## config.mk

```make
export PLATFORM = sky130hd
export DESIGN_NAME = spisd_top
export DESIGN_NICKNAME = d
export VERILOG_FILES = /design/src/verilog/spisd_top.v /design/src/verilog/spisd_sync.v
export VERILOG_INCLUDE_DIRS = /design/src /design/src/verilog
export SDC_FILE = /design/constraint.sdc
export NUM_CORES = 1
export LEC_CHECK = 0
export BUFFER_PORTS_ARGS = -buffer_cell sky130_fd_sc_hd__buf_2
export CAP_MARGIN = 20
export CORE_MARGIN = 2
export CORE_UTILIZATION = 40
export CTS_CLUSTER_DIAMETER = 50
export DETAILED_ROUTE_END_ITERATION = 8
export PLACE_DENSITY = 0.72
export SLEW_MARGIN = 20
export SYNTH_ARGS = -nofsm -noshare
export SYNTH_HDL_FRONTEND = slang
export SYNTH_HIERARCHICAL = 1
export SYNTH_SLANG_ARGS = --single-unit
```

## constraint.sdc

```tcl
create_clock -name aclk -period 2.7 [get_ports aclk]
set_input_delay 0.135 -clock aclk [delete_from_list [all_inputs] [get_ports aclk]]
set_output_delay 0.135 -clock aclk [all_outputs]
set_load 0.1 [all_outputs]
```

## src/verilog/spisd_map.vh

```
`ifndef SPISD_MAP_VH
`define SPISD_MAP_VH
// ------------------------------------------------------------
// Register indices (byte address is four times the index)
// ------------------------------------------------------------
`define SPISD_IDX_DATA     8'h21
`define SPISD_IDX_CTRL     8'h22
`define SPISD_IDX_CSR      8'h23
`define SPISD_IDX_EVSTAT   8'h24
`define SPISD_IDX_EVMASK   8'h25
// ------------------------------------------------------------
// Control register fields
// ------------------------------------------------------------
`define SPISD_CTRL_IE      7
`define SPISD_CTRL_PE      6
`define SPISD_CTRL_SPR2    5
`define SPISD_CTRL_MASTER_SELECT    4
`define SPISD_CTRL_CPOL    3
`define SPISD_CTRL_CPHA    2
`define SPISD_CTRL_SPR1    1
`define SPISD_CTRL_SPR0    0
// ------------------------------------------------------------
// Control/flags register fields
// ------------------------------------------------------------
`define SPISD_CSR_DONE     7
`define SPISD_CSR_WRITE_COLLISION_FLAG     6
`define SPISD_CSR_OVR      5
`define SPISD_CSR_MODE_FAULT_FLAG     4
`define SPISD_CSR_SOD      2
`define SPISD_CSR_SSM      1
`define SPISD_CSR_SSI      0
// ------------------------------------------------------------
// Event status / mask bit positions
// ------------------------------------------------------------
`define SPISD_EV_DONE      0
`define SPISD_EV_WRITE_COLLISION_FLAG      1
`define SPISD_EV_OVR       2
`define SPISD_EV_MODE_FAULT_FLAG      3
// ------------------------------------------------------------
// Reset values and counts
// ------------------------------------------------------------
`define SPISD_CTRL_RST     8'h00
`define SPISD_CSR_RST      8'h00
`define SPISD_EV_RST       4'h0
`define SPISD_SYNC_RST     4'h1
`define SPISD_BYTE_EDGES   5'd16
`define SPISD_RESP_OKAY    2'b00
`define SPISD_RESP_SLVERR  2'b10
`endif

```

## src/verilog/spisd_top.v

```verilog
// Contract
// - Set done flag at byte end; clear by flags read then data access.
// - While done flag set, data writes ignored until flags register read.
// - Data write during shifting sets write collision; flags-then-data access clears.
// - Byte completing while done flag set sets overrun; flags read clears.
// - Master with select low sets mode fault; flags read then control write clears.
// - Output disable blocks data output; otherwise driven only when enabled.
// - Soft select manage uses internal level instead of select pin.
// - Internal select level 0 means selected, 1 means deselected.
// - Master starts a byte when software writes the data register.
// - Completed byte copied to read buffer unless done flag still set; data reads return buffer only.
// - Data write loads the shift register directly, no transmit buffer.
// - Reset clears the flags register; data contents left undefined.
// - Interrupt enable raises one request on done, fault or overrun.
// - Mode fault clears peripheral enable and master select in hardware.
`timescale 1ns/1ps
`include "spisd_map.vh"
module spisd_top (
  input  wire        aclk,
  input  wire        aresetn,
  input  wire [11:0] s_axi_awaddr,
  input  wire        s_axi_awvalid,
  output reg         s_axi_awready,
  input  wire [31:0] s_axi_wdata,
  input  wire [3:0]  s_axi_wstrb,
  input  wire        s_axi_wvalid,
  output reg         s_axi_wready,
  output reg  [1:0]  s_axi_bresp,
  output reg         s_axi_bvalid,
  input  wire        s_axi_bready,
  input  wire [11:0] s_axi_araddr,
  input  wire        s_axi_arvalid,
  output reg         s_axi_arready,
  output reg  [31:0] s_axi_rdata,
  output reg  [1:0]  s_axi_rresp,
  output reg         s_axi_rvalid,
  input  wire        s_axi_rready,
  input  wire        sck_in,
  output reg         sck_out,
  output reg         sck_oe,
  input  wire        mosi_in,
  output wire        mosi_out,
  output reg         mosi_oe,
  input  wire        miso_in,
  output wire        miso_out,
  output reg         miso_oe,
  input  wire        ss_n_in,
  output reg         irq
);
  // ----------------------------------------------------------
  // State
  // ----------------------------------------------------------
  reg  [7:0]  control_reg;
  reg         output_disable;
  reg         soft_select_manage;
  reg         internal_select_level;
  reg         transfer_done_flag;
  reg         write_collision_flag;
  reg         overrun_flag;
  reg         mode_fault_flag;
  reg         csr_seen;
  reg         mode_fault_flag_seen;
  reg  [7:0]  data_buffer_reg;
  reg  [7:0]  shift_reg;
  reg         rx_bit;
  reg  [4:0]  edge_cnt;
  reg         busy;
  reg  [6:0]  div_cnt;
  reg         sck_d;
  reg  [3:0]  ev_stat;
  reg  [3:0]  ev_mask;
  reg  [11:0] aw_addr;
  reg  [7:0]  w_data;
  reg         w_lane0;
  wire [3:0]  pins_s;
  wire        sck_s;
  wire        mosi_s;
  wire        miso_s;
  wire        ss_s;

  // ----------------------------------------------------------
  // Pin synchronisers
  // ----------------------------------------------------------
  spisd_sync #(
    .W       (4),
    .RST_VAL (`SPISD_SYNC_RST)
  ) u_sync (
    .aclk    (aclk),
    .aresetn (aresetn),
    .din     ({sck_in, mosi_in, miso_in, ss_n_in}),
    .dout    (pins_s)
  );
  assign sck_s  = pins_s[3];
  assign mosi_s = pins_s[2];
  assign miso_s = pins_s[1];
  assign ss_s   = pins_s[0];

  // ----------------------------------------------------------
  // Bus decode
  // ----------------------------------------------------------
  wire       wr_fire  = ~s_axi_awready & ~s_axi_wready & ~s_axi_bvalid;
  wire       rd_fire  = s_axi_arvalid & s_axi_arready;
  wire       wr_ok    = (aw_addr[11:10] == 2'b00);
  wire       rd_ok    = (s_axi_araddr[11:10] == 2'b00);
  wire [7:0] wr_idx   = aw_addr[9:2];
  wire [7:0] rd_idx   = s_axi_araddr[9:2];
  wire       wr_map   = wr_ok & ((wr_idx == `SPISD_IDX_DATA) | (wr_idx == `SPISD_IDX_CTRL) |
                        (wr_idx == `SPISD_IDX_CSR) | (wr_idx == `SPISD_IDX_EVSTAT) |
                        (wr_idx == `SPISD_IDX_EVMASK));
  wire       rd_map   = rd_ok & ((rd_idx == `SPISD_IDX_DATA) | (rd_idx == `SPISD_IDX_CTRL) |
                        (rd_idx == `SPISD_IDX_CSR) | (rd_idx == `SPISD_IDX_EVSTAT) |
                        (rd_idx == `SPISD_IDX_EVMASK));
  wire       wr_go    = wr_fire & wr_ok & w_lane0;
  wire       dr_wr    = wr_go & (wr_idx == `SPISD_IDX_DATA);
  wire       ctrl_wr  = wr_go & (wr_idx == `SPISD_IDX_CTRL);
  wire       csr_wr   = wr_go & (wr_idx == `SPISD_IDX_CSR);
  wire       mask_wr  = wr_go & (wr_idx == `SPISD_IDX_EVMASK);
  wire       dr_rd    = rd_fire & rd_ok & (rd_idx == `SPISD_IDX_DATA);
  wire       csr_rd   = rd_fire & rd_ok & (rd_idx == `SPISD_IDX_CSR);
  wire       stat_rd  = rd_fire & rd_ok & (rd_idx == `SPISD_IDX_EVSTAT);

  // ----------------------------------------------------------
  // Transfer control terms
  // ----------------------------------------------------------
  wire       pe       = control_reg[`SPISD_CTRL_PE];
  wire       master_select     = control_reg[`SPISD_CTRL_MASTER_SELECT];
  wire       cpol     = control_reg[`SPISD_CTRL_CPOL];
  wire       cpha     = control_reg[`SPISD_CTRL_CPHA];
  wire       ss_int   = soft_select_manage ? internal_select_level : ss_s;
  wire       is_mst   = pe & master_select;
  wire       fault    = is_mst & ~ss_int;
  wire       wr_block = transfer_done_flag & ~csr_seen;
  wire       collide  = dr_wr & busy;
  wire       load     = dr_wr & ~wr_block & ~busy & pe & ~fault;
  reg  [6:0] half_m1;

  // Half-period of the master clock; unlisted codes take the slowest
  always @* begin
    case ({control_reg[`SPISD_CTRL_SPR1], control_reg[`SPISD_CTRL_SPR0],
           control_reg[`SPISD_CTRL_SPR2]})
      3'b001:  half_m1 = 7'h01;
      3'b000:  half_m1 = 7'h03;
      3'b010:  half_m1 = 7'h07;
      3'b101:  half_m1 = 7'h0f;
      3'b100:  half_m1 = 7'h1f;
      default: half_m1 = 7'h3f;
    endcase
  end

  // Edge events: master divider or synchronised slave clock
  wire       tick_m   = is_mst & busy & ~fault & (div_cnt == half_m1);
  wire       slv_act  = pe & ~master_select & ~ss_int;
  wire       tick_s   = slv_act & (sck_s ^ sck_d);
  wire       tick     = tick_m | tick_s;
  wire [4:0] edge_num = edge_cnt + 5'd1;
  wire       capture  = edge_num[0] ^ cpha;
  wire       din      = master_select ? miso_s : mosi_s;
  wire       last     = tick & (edge_num == `SPISD_BYTE_EDGES);
  reg  [7:0] next_shift;

  // Shift path: CPHA 0 latches then shifts, CPHA 1 shifts on capture
  always @* begin
    next_shift = shift_reg;
    if (cpha) begin
      if (capture)
        next_shift = {shift_reg[6:0], din};
    end else if (!capture) begin
      next_shift = {shift_reg[6:0], rx_bit};
    end
  end

  // Flag events, sets always beat clears
  wire       done_set = last & ~transfer_done_flag;
  wire       ovr_set  = last & transfer_done_flag;
  wire       seq_clr  = csr_seen & (dr_wr | dr_rd);
  wire [3:0] ev_set;
  assign ev_set[`SPISD_EV_DONE] = done_set;
  assign ev_set[`SPISD_EV_WRITE_COLLISION_FLAG] = collide;
  assign ev_set[`SPISD_EV_OVR]  = ovr_set;
  assign ev_set[`SPISD_EV_MODE_FAULT_FLAG] = fault;

  // ----------------------------------------------------------
  // AXI4-Lite handshake
  // ----------------------------------------------------------
  always @(posedge aclk) begin
    if (!aresetn) begin
      s_axi_awready <= 1'b1;
      s_axi_wready  <= 1'b1;
      s_axi_bvalid  <= 1'b0;
      s_axi_bresp   <= `SPISD_RESP_OKAY;
      s_axi_arready <= 1'b1;
      s_axi_rvalid  <= 1'b0;
      s_axi_rresp   <= `SPISD_RESP_OKAY;
      s_axi_rdata   <= 32'h0000_0000;
      aw_addr       <= 12'h000;
      w_data        <= 8'h00;
      w_lane0       <= 1'b0;
    end else begin
      if (s_axi_awvalid && s_axi_awready) begin
        s_axi_awready <= 1'b0;
        aw_addr       <= s_axi_awaddr;
      end
      if (s_axi_wvalid && s_axi_wready) begin
        s_axi_wready <= 1'b0;
        w_data       <= s_axi_wdata[7:0];
        w_lane0      <= s_axi_wstrb[0];
      end
      // Response only once both halves are held
      if (wr_fire) begin
        s_axi_bvalid <= 1'b1;
        s_axi_bresp  <= wr_map ? `SPISD_RESP_OKAY : `SPISD_RESP_SLVERR;
      end
      if (s_axi_bvalid && s_axi_bready) begin
        s_axi_bvalid  <= 1'b0;
        s_axi_awready <= 1'b1;
        s_axi_wready  <= 1'b1;
      end
      if (rd_fire) begin
        s_axi_arready <= 1'b0;
        s_axi_rvalid  <= 1'b1;
        s_axi_rresp   <= rd_map ? `SPISD_RESP_OKAY : `SPISD_RESP_SLVERR;
        s_axi_rdata   <= 32'h0000_0000;
        if (rd_ok) begin
          case (rd_idx)
            `SPISD_IDX_DATA:   s_axi_rdata[7:0] <= data_buffer_reg;
            `SPISD_IDX_CTRL:   s_axi_rdata[7:0] <= control_reg;
            `SPISD_IDX_CSR:    s_axi_rdata[7:0] <= {transfer_done_flag,
                                 write_collision_flag, overrun_flag, mode_fault_flag,
                                 1'b0, output_disable, soft_select_manage,
                                 internal_select_level};
            `SPISD_IDX_EVSTAT: s_axi_rdata[3:0] <= ev_stat;
            `SPISD_IDX_EVMASK: s_axi_rdata[3:0] <= ev_mask;
            default:           s_axi_rdata      <= 32'h0000_0000;
          endcase
        end
      end
      if (s_axi_rvalid && s_axi_rready) begin
        s_axi_rvalid  <= 1'b0;
        s_axi_arready <= 1'b1;
      end
    end
  end

  // ----------------------------------------------------------
  // Control, flags and clearing sequences
  // ----------------------------------------------------------
  always @(posedge aclk) begin
    if (!aresetn) begin
      control_reg           <= `SPISD_CTRL_RST;
      output_disable        <= 1'b0;
      soft_select_manage    <= 1'b0;
      internal_select_level <= 1'b0;
      transfer_done_flag    <= 1'b0;
      write_collision_flag  <= 1'b0;
      overrun_flag          <= 1'b0;
      mode_fault_flag       <= 1'b0;
      csr_seen              <= 1'b0;
      mode_fault_flag_seen             <= 1'b0;
      ev_stat               <= `SPISD_EV_RST;
      ev_mask               <= `SPISD_EV_RST;
    end else begin
      if (ctrl_wr)
        control_reg <= w_data;
      // Fault drops enable and master even against a write
      if (fault) begin
        control_reg[`SPISD_CTRL_PE]   <= 1'b0;
        control_reg[`SPISD_CTRL_MASTER_SELECT] <= 1'b0;
      end
      // Bit 3 is not stored, so it reads zero whatever is written
      if (csr_wr) begin
        output_disable        <= w_data[`SPISD_CSR_SOD];
        soft_select_manage    <= w_data[`SPISD_CSR_SSM];
        internal_select_level <= w_data[`SPISD_CSR_SSI];
      end
      transfer_done_flag   <= done_set | (transfer_done_flag & ~seq_clr);
      write_collision_flag <= collide | (write_collision_flag & ~seq_clr);
      overrun_flag         <= ovr_set | (overrun_flag & ~csr_rd);
      mode_fault_flag      <= fault | (mode_fault_flag & ~(ctrl_wr & mode_fault_flag_seen));
      // Flags read remembered until the done flag sets or data is touched
      if (csr_rd)
        csr_seen <= 1'b1;
      else if (done_set || seq_clr)
        csr_seen <= 1'b0;
      if (csr_rd && mode_fault_flag)
        mode_fault_flag_seen <= 1'b1;
      else if (ctrl_wr || fault)
        mode_fault_flag_seen <= 1'b0;
      ev_stat <= (stat_rd ? `SPISD_EV_RST : ev_stat) | ev_set;
      if (mask_wr)
        ev_mask <= w_data[3:0];
    end
  end

  // ----------------------------------------------------------
  // Shift engine
  // ----------------------------------------------------------
  always @(posedge aclk) begin
    if (!aresetn) begin
      busy     <= 1'b0;
      edge_cnt <= 5'd0;
      div_cnt  <= 7'd0;
      rx_bit   <= 1'b0;
      sck_d    <= 1'b0;
      sck_out  <= 1'b0;
    end else begin
      sck_d <= sck_s;
      if (load) begin
        busy     <= master_select;
        edge_cnt <= 5'd0;
        div_cnt  <= 7'd0;
        sck_out  <= cpol;
      end else if (fault || (!is_mst && !slv_act)) begin
        // Abort: fault, disable, or slave deselected mid-byte
        busy     <= 1'b0;
        edge_cnt <= 5'd0;
        sck_out  <= cpol;
      end else begin
        if (is_mst && busy)
          div_cnt <= tick_m ? 7'd0 : div_cnt + 7'd1;
        else
          sck_out <= cpol;
        if (tick_m)
          sck_out <= ~sck_out;
        if (tick) begin
          busy     <= ~last;
          edge_cnt <= last ? 5'd0 : edge_num;
          if (capture && !cpha)
            rx_bit <= din;
        end
      end
    end
  end

  // Shift register and read buffer; no reset, contents undefined
  always @(posedge aclk) begin
    if (load)
      shift_reg <= w_data;
    else if (tick && !fault)
      shift_reg <= next_shift;
    if (done_set)
      data_buffer_reg <= next_shift;
  end

  // ----------------------------------------------------------
  // Pin drivers and interrupt
  // ----------------------------------------------------------
  assign mosi_out = shift_reg[7];
  assign miso_out = shift_reg[7];

  // Enables registered one cycle late; fault gates the master enables ahead of the register
  always @(posedge aclk) begin
    if (!aresetn) begin
      sck_oe  <= 1'b0;
      mosi_oe <= 1'b0;
      miso_oe <= 1'b0;
      irq     <= 1'b0;
    end else begin
      sck_oe  <= is_mst & ~fault;
      mosi_oe <= is_mst & ~fault & ~output_disable;
      miso_oe <= slv_act & ~output_disable;
      irq     <= (control_reg[`SPISD_CTRL_IE] &
                  (transfer_done_flag | overrun_flag | mode_fault_flag)) |
                 (|(ev_stat & ev_mask));
    end
  end
endmodule

```

## src/verilog/spisd_sync.v

```verilog
`timescale 1ns/1ps
`include "spisd_map.vh"
module spisd_sync #(
  parameter       W       = 4,
  parameter [3:0] RST_VAL = `SPISD_SYNC_RST
) (
  input  wire         aclk,
  input  wire         aresetn,
  input  wire [W-1:0] din,
  output wire [W-1:0] dout
);
  // ----------------------------------------------------------
  // Two-stage synchroniser, one pair of flops per bit
  // ----------------------------------------------------------
  genvar i;
  generate
    for (i = 0; i < W; i = i + 1) begin : g_bit
      reg meta;
      reg stable;
      // First stage is read only by the second
      always @(posedge aclk) begin
        if (!aresetn) begin
          meta   <= RST_VAL[i];
          stable <= RST_VAL[i];
        end else begin
          meta   <= din[i];
          stable <= meta;
        end
      end
      assign dout[i] = stable;
    end
  endgenerate
endmodule

```

[Word level (Yosys, flattened, before mapping)]
Cells that the tools add are included.
Cells by class
  $add $sub $neg: 2
  equality and inequality tests: 17
  multiplexer cells: 27
  bitwise logic cells: 82
  reduce and logical (&&, ||, !) cells: 31
Operators by type and width (count)
  $eq 8x6->1 const B: 10
  $mux 8: 6
  $and 1x1->1: 42
  $pmux 6 s5: 1
  $pmux 4 s5: 1
  $not 1->1: 19
  $or 1x1->1: 17
  $mux 1: 13
  $pmux 4 s3: 1
  $logic_and 1x1->1: 9
  $reduce_or 2->1: 4
  $add 7x1->7 const B: 1
  $eq 7x7->1: 1
  $mux 7: 1
  $eq 3x3->1 const B: 2
  $reduce_bool 2->1: 3
  $add 5x1->5 const B: 1
  $eq 5x5->1 const B: 1
  $mux 5: 1
  $and 4x4->4: 1
  $logic_not 1->1: 4
  $logic_not 2->1: 2
  $mux 2: 2
  $mux 4: 1
  12 further kinds: 15
Storage, ports and cells
  flip-flop bits (word level): 131
  bits of input ports: 71
  word-level logic and storage cells: 203

[Depth between registers and ports, before layout]
  depth after elaboration: 12
  depth in mapped cells: 8
  gate-level depth less buffers: 6

[Hierarchy]
Netlist, hierarchy kept.
By module, submodules not included
  spisd_top: times used 1, cells each 501, area each 4584.4 um2, seq. area each 2062.0 um2
  spisd_sync: times used 1, cells each 20, area each 240.2 um2, seq. area each 160.2 um2

[Worst setup path after synthesis]
OpenSTA, ideal clock, no wires.
  kind: register -> register
  start point: register s_axi_wready
  end point: register shift_reg[2] (data pin)
  arrival time: 2.237 ns
  path slack: 0.201 ns
  cell stages (with the launch flop): 7
  buffers on the path: 2
  period minus slack after synthesis: 2.499 ns
  cells stage by stage: dfxtp_1 nor3_1 and4_1 clkbuf_1 nand2_1 buf_2 mux2_1
Between the ends
  word-level cells in the longest chain between the ends: 11
RTL lines
  start, declared: RTL line spisd_top.v:27  | output reg s_axi_wready,
  start signal, assigned: RTL line spisd_top.v:188  | s_axi_wready <= 1'b1;
  start signal, assigned: RTL line spisd_top.v:204  | s_axi_wready <= 1'b0;
  start signal, assigned: RTL line spisd_top.v:216  | s_axi_wready <= 1'b1;
  $not 1->1: RTL line spisd_top.v:101  | wire wr_fire = ~s_axi_awready & ~s_axi_wready & ~s_axi_bvalid;
  $and 1x1->1 (2 in a row): RTL line spisd_top.v:101
  $and 1x1->1 (2 in a row): RTL line spisd_top.v:113  | wire wr_go = wr_fire & wr_ok & w_lane0;
  $and 1x1->1: RTL line spisd_top.v:114  | wire dr_wr = wr_go & (wr_idx == `SPISD_IDX_DATA);
  $and 1x1->1 (4 in a row): RTL line spisd_top.v:134  | wire load = dr_wr & ~wr_block & ~busy & pe & ~fault;
  $mux 8: RTL line spisd_top.v:336  | if (load)
  end signal, assigned: RTL line spisd_top.v:337  | shift_reg <= w_data;
  end signal, assigned: RTL line spisd_top.v:339  | shift_reg <= next_shift;
  end, declared: RTL line spisd_top.v:64  | reg [7:0] shift_reg;
No other way between the ends.
A chain may end at the register's enable or synchronous reset.

[Worst setup path in the final report]
  start point: register soft_select_manage
  end point: register shift_reg[2] (enable)
Between the ends
  word-level cells in the longest chain between the ends: 9
  elaborated cells on any way between the ends: 13
  those cells by class: 1 x mux; 9 x bitwise; 3 x reduce/logical
RTL lines
  start, declared: RTL line spisd_top.v:55  | reg soft_select_manage;
  start signal, assigned: RTL line spisd_top.v:272  | soft_select_manage <= w_data[`SPISD_CSR_SSM];
  $mux 1 (*): RTL line spisd_top.v:129  | wire ss_int = soft_select_manage ? internal_select_level : ss_s;
  $not 1->1 (*): RTL line spisd_top.v:131, spisd_top.v:152
  $and 1x1->1: RTL line spisd_top.v:131  | wire fault = is_mst & ~ss_int;
  $not 1->1: RTL line spisd_top.v:134, spisd_top.v:151
  $and 1x1->1 (2 in a row): RTL line spisd_top.v:151  | wire tick_m = is_mst & busy & ~fault & (div_cnt == half_m1);
  $or 1x1->1: RTL line spisd_top.v:154  | wire tick = tick_m | tick_s;
  $logic_and 1x1->1: RTL line spisd_top.v:338  | else if (tick && !fault)
  $reduce_bool 2->1 (no source line) (*)
Every way passes the cells marked *; elsewhere a longest branch is shown, timed or not.

==> summary.txt <==
Drt
  • DR vias/cell: 5.36
  • Total Routed Length: roughly 11000 µm
  • Via count: 3943
  • DRC: 0
  • Final ANT Viol Nets: 0
  • Wire length per cell: roughly 15 µm
  • Iter 0 DRT Violations: 314
  • Pre-Repair DR Iteration Count: 4

Cells and area
  • P&R area growth vs syn: 15.1%
  • Post-layout nets: 657
  • Layout fillers: 1123
  • Antenna diode count: 0
  • Ratio of cells with drive above 1 in the final layout: 0.187
  • Reg area: about 2200 µm²
  • Max reg flops: 10
  • Finished Layout Cells: 735
  • Multi-input gate area: between 2000 and 2500 µm²
  • Post-route design area: approximately 5600 µm²
  • Reg with most FFs: aw_addr

Yosys
  • Post-synthesis register bit count: 103
  • Synth Area in Compound Gates: 0.142
  • Leading area contributor after synthesis: dfxtp_1
  • Seq/Total Area, Yosys: 0.461
  • Synth top area cells: dfxtp_1, edfxtp_1, nand2_1
  • Top cell type's share of synthesized area: 0.361
  • Multiplexer share of the synthesized area: 0.0993
  • Post-Synth Simple-Gate Area: 0.195
  • Ys flop type: dfxtp_1
  • Largest family of logic cells by synthesized area: simple AND/OR/NAND/NOR gates
  • Asr flop ratio synth: 0
  • Post-Synthesis Cell Area: slightly below 5000 µm²
  • Yosys Warn Count: 6
  • Distinct cells, synth: 64
  • Adder-cell share of the synthesized area: 0.00778
  • Mean post-synth cell area: 9.26 µm²
  • Mapped Cells: 521
  • Post-synth EDFFs: 16
  • Synth Area in XOR/XNOR: 0.0163

CTS
  • H-Tree Depth: 3
  • CTS tree: yes
  • Worst-path clk slew: about 70 ps
  • Sink Count: 103
  • TritonCTS Buffers: 9
  • Worst-Skew Late Latency: 350 ps
  • Root Buffer: clkbuf_16
  • Maximum clock path buffer count: 2

Global routing
  • Global route overflow: 0
  • Largest net degree at the start of global routing: ~50
  • All-Layer GR Usage: 0.171
  • First-pass GRT wire length: between 15000 and 20000 µm
  • Initial antenna violation count: 0
  • Vias in the first global route: about 3.7k

Die
  • Die Wd: 114 µm
  • FP Rows: 40
  • CORE AREA: 11900 µm²
  • Initial Util: 0.405
  • Height of the die: 114 µm
  • Io pins: 119
  • Die area: 13000 µm²

Setup path
  • R2R Setup Slk: 320 ps
  • WP data arrival: 2390 ps
  • Setup CP Type: reg -> reg
  • Crit. End Element: register
  • Crit path launch type: register
  • CP max FO: 9
  • Critical path data required time: 2710 ps

STA
  • Period minus WS final: 2380 ps
  • Setup TNS: 0 ps
  • RSZ-0062 raised after global routing: no
  • Fin. Hold Viols: 0
  • Fin crit share: 0.882
  • Final setup viols: 0
  • Max Clock Freq: 420 MHz
  • Max-slew headroom: 0.475
  • Worst slew pin tran: between 700 and 800 ps
  • Clock skew: 10.6 ps
  • Final Slew Violations: 0

Status
  • Status: finished clean

Power and ir drop
  • VDD IR max: 269 µV
  • Combinational share of power: 0.111
  • PwrDens: approximately 600 nW/µm²
  • Sw frac: 0.265
  • P_int: around 2.5 mW
  • Reg power frac: 0.482
  • Total Power: around 3.3 mW
  • Sw power: 885 µW
  • Clock power frac: 0.407
  • Leakage: about 2.2 nW

Placement
  • Cell Area, Placed: 5190 µm²
  • DP Wirelength: 8130 µm
  • Port Buffers: 61
  • Placed cell count: about 700
  • RePlAce Congestion: about 0.85

Flow run
  • MaxCap Viol Count: 0

Worst hold path
  • Hold Crit Class: in -> reg
==> cells by family after synthesis <==
family | count (synthesis)
simple gates | 188
fa+ha+maj | 3
mux | 45
compound gates | 104
flops | 103
other cells | 1
xor+xnor | 9
buf+inv | 68
==> stage by stage <==
stage	utilization	setup slack (ps)	hold slack, ps
6_report	0.466	319	29.1
3_3_place_gp	0.436	406	332
2_1_floorplan	-	201	208
5_1_grt	0.466	207	29.8
3_5_place_dp	0.436	377	336
4_1_cts	0.466	335	24.4
==> power groups by stage <==
stage	Combinational, mW	Clock, mW	Sequential (mW)
4_1_cts	0.369	1.37	1.61
3_5_place_dp	0.364	0	1.64
5_1_grt	0.391	1.43	1.61
2_1_floorplan	0.283	0	1.69
6_report	0.370	1.36	1.61
3_3_place_gp	0.359	0	1.64
==> worst max-delay path, cell delays in order (launching register included) <==
cell       delay [ps]
dfxtp_1           390
mux2i_1           180
a2111oi_1         790
nand2_1           180
buf_4             220
nand2_1           280
==> layer usage <==
metal / GRT usage / vias to the layer above / share of wire / wire length, µm
met4: 0.0715 / 0 / 0.016 / 173
met3: 0.0260 / 13 / 0.057 / 620
li1: - / 1922 / - / -
met1: 0.213 / 1877 / 0.45 / 4890
met2: 0.296 / 131 / 0.48 / 5270
met5: 0 / - / 0 / 0
==> layout make-up <==
class,instances,area share
Clock buffer,9,0.0405
Clock inverter,7,0.0158
Inverter,14,0.00946
Multi-Input combinational cell,375,0.418
Sequential cell,103,0.400
Tap cell,147,0.0331
Timing Repair Buffer,80,0.0829
==> cell usage after synthesis, drive strengths merged, types with 2 or more instances <==
master,instances
and3,3
a211oi,2
nor4b,4
o22ai,6
a2111oi,3
nand4,4
o21ai,21
buf,35
o31ai,2
o211ai,3
xnor2,3
nand3,26
mux2,23
a22oi,11
mux2i,22
a21oi,35
a41oi,2
a21o,2
ha,3
a31oi,4
inv,13
nand2,64
nor4,3
and2,10
nand2b,4
and4,2
o21a,3
nand3b,4
or3,5
xor2,6
nor2,34
edfxtp,16
clkbuf,19
nand4b,2
nor2b,7
dfxtp,87
nor3,10
a21boi,2
==> final timing paths <==
path	to	cells after the start	startpoint
setup reg to reg	shift_reg[2]	5	soft_select_manage
hold / removal	aw_addr[11]	3	s_axi_awaddr[11]
hold reg to reg	u_sync/g_bit[0].stable	1	u_sync/g_bit[0].meta
setup / recovery	shift_reg[2]	5	soft_select_manage
==> cell usage in the layout, fill, tap and decap left out, types with 7 or more instances in the layout <==
master / count
a21oi_1: 35
a22oi_1: 11
and2_1: 10
edfxtp_1: 16
clkbuf_16: 9
o21ai_0: 13
o21ai_1: 8
buf_2: 61
nor2b_1: 7
mux2_2: 15
mux2i_1: 22
nand2_1: 64
conb_1: 26
buf_4: 14
nand3_1: 26
inv_1: 13
mux2_1: 8
nor2_1: 33
dfxtp_1: 87
nor3_1: 9
==> timing repair <==
action / in CTS / in global routing
endpoints found under the setup margin: 0 / 0
hold endpoints to repair: 5 / 0
setup buffers: 0 / 0
hold buffers: 5 / 0
gates resized for setup: 0 / 0
Note: power is estimated with default switching activity, not from simulation.
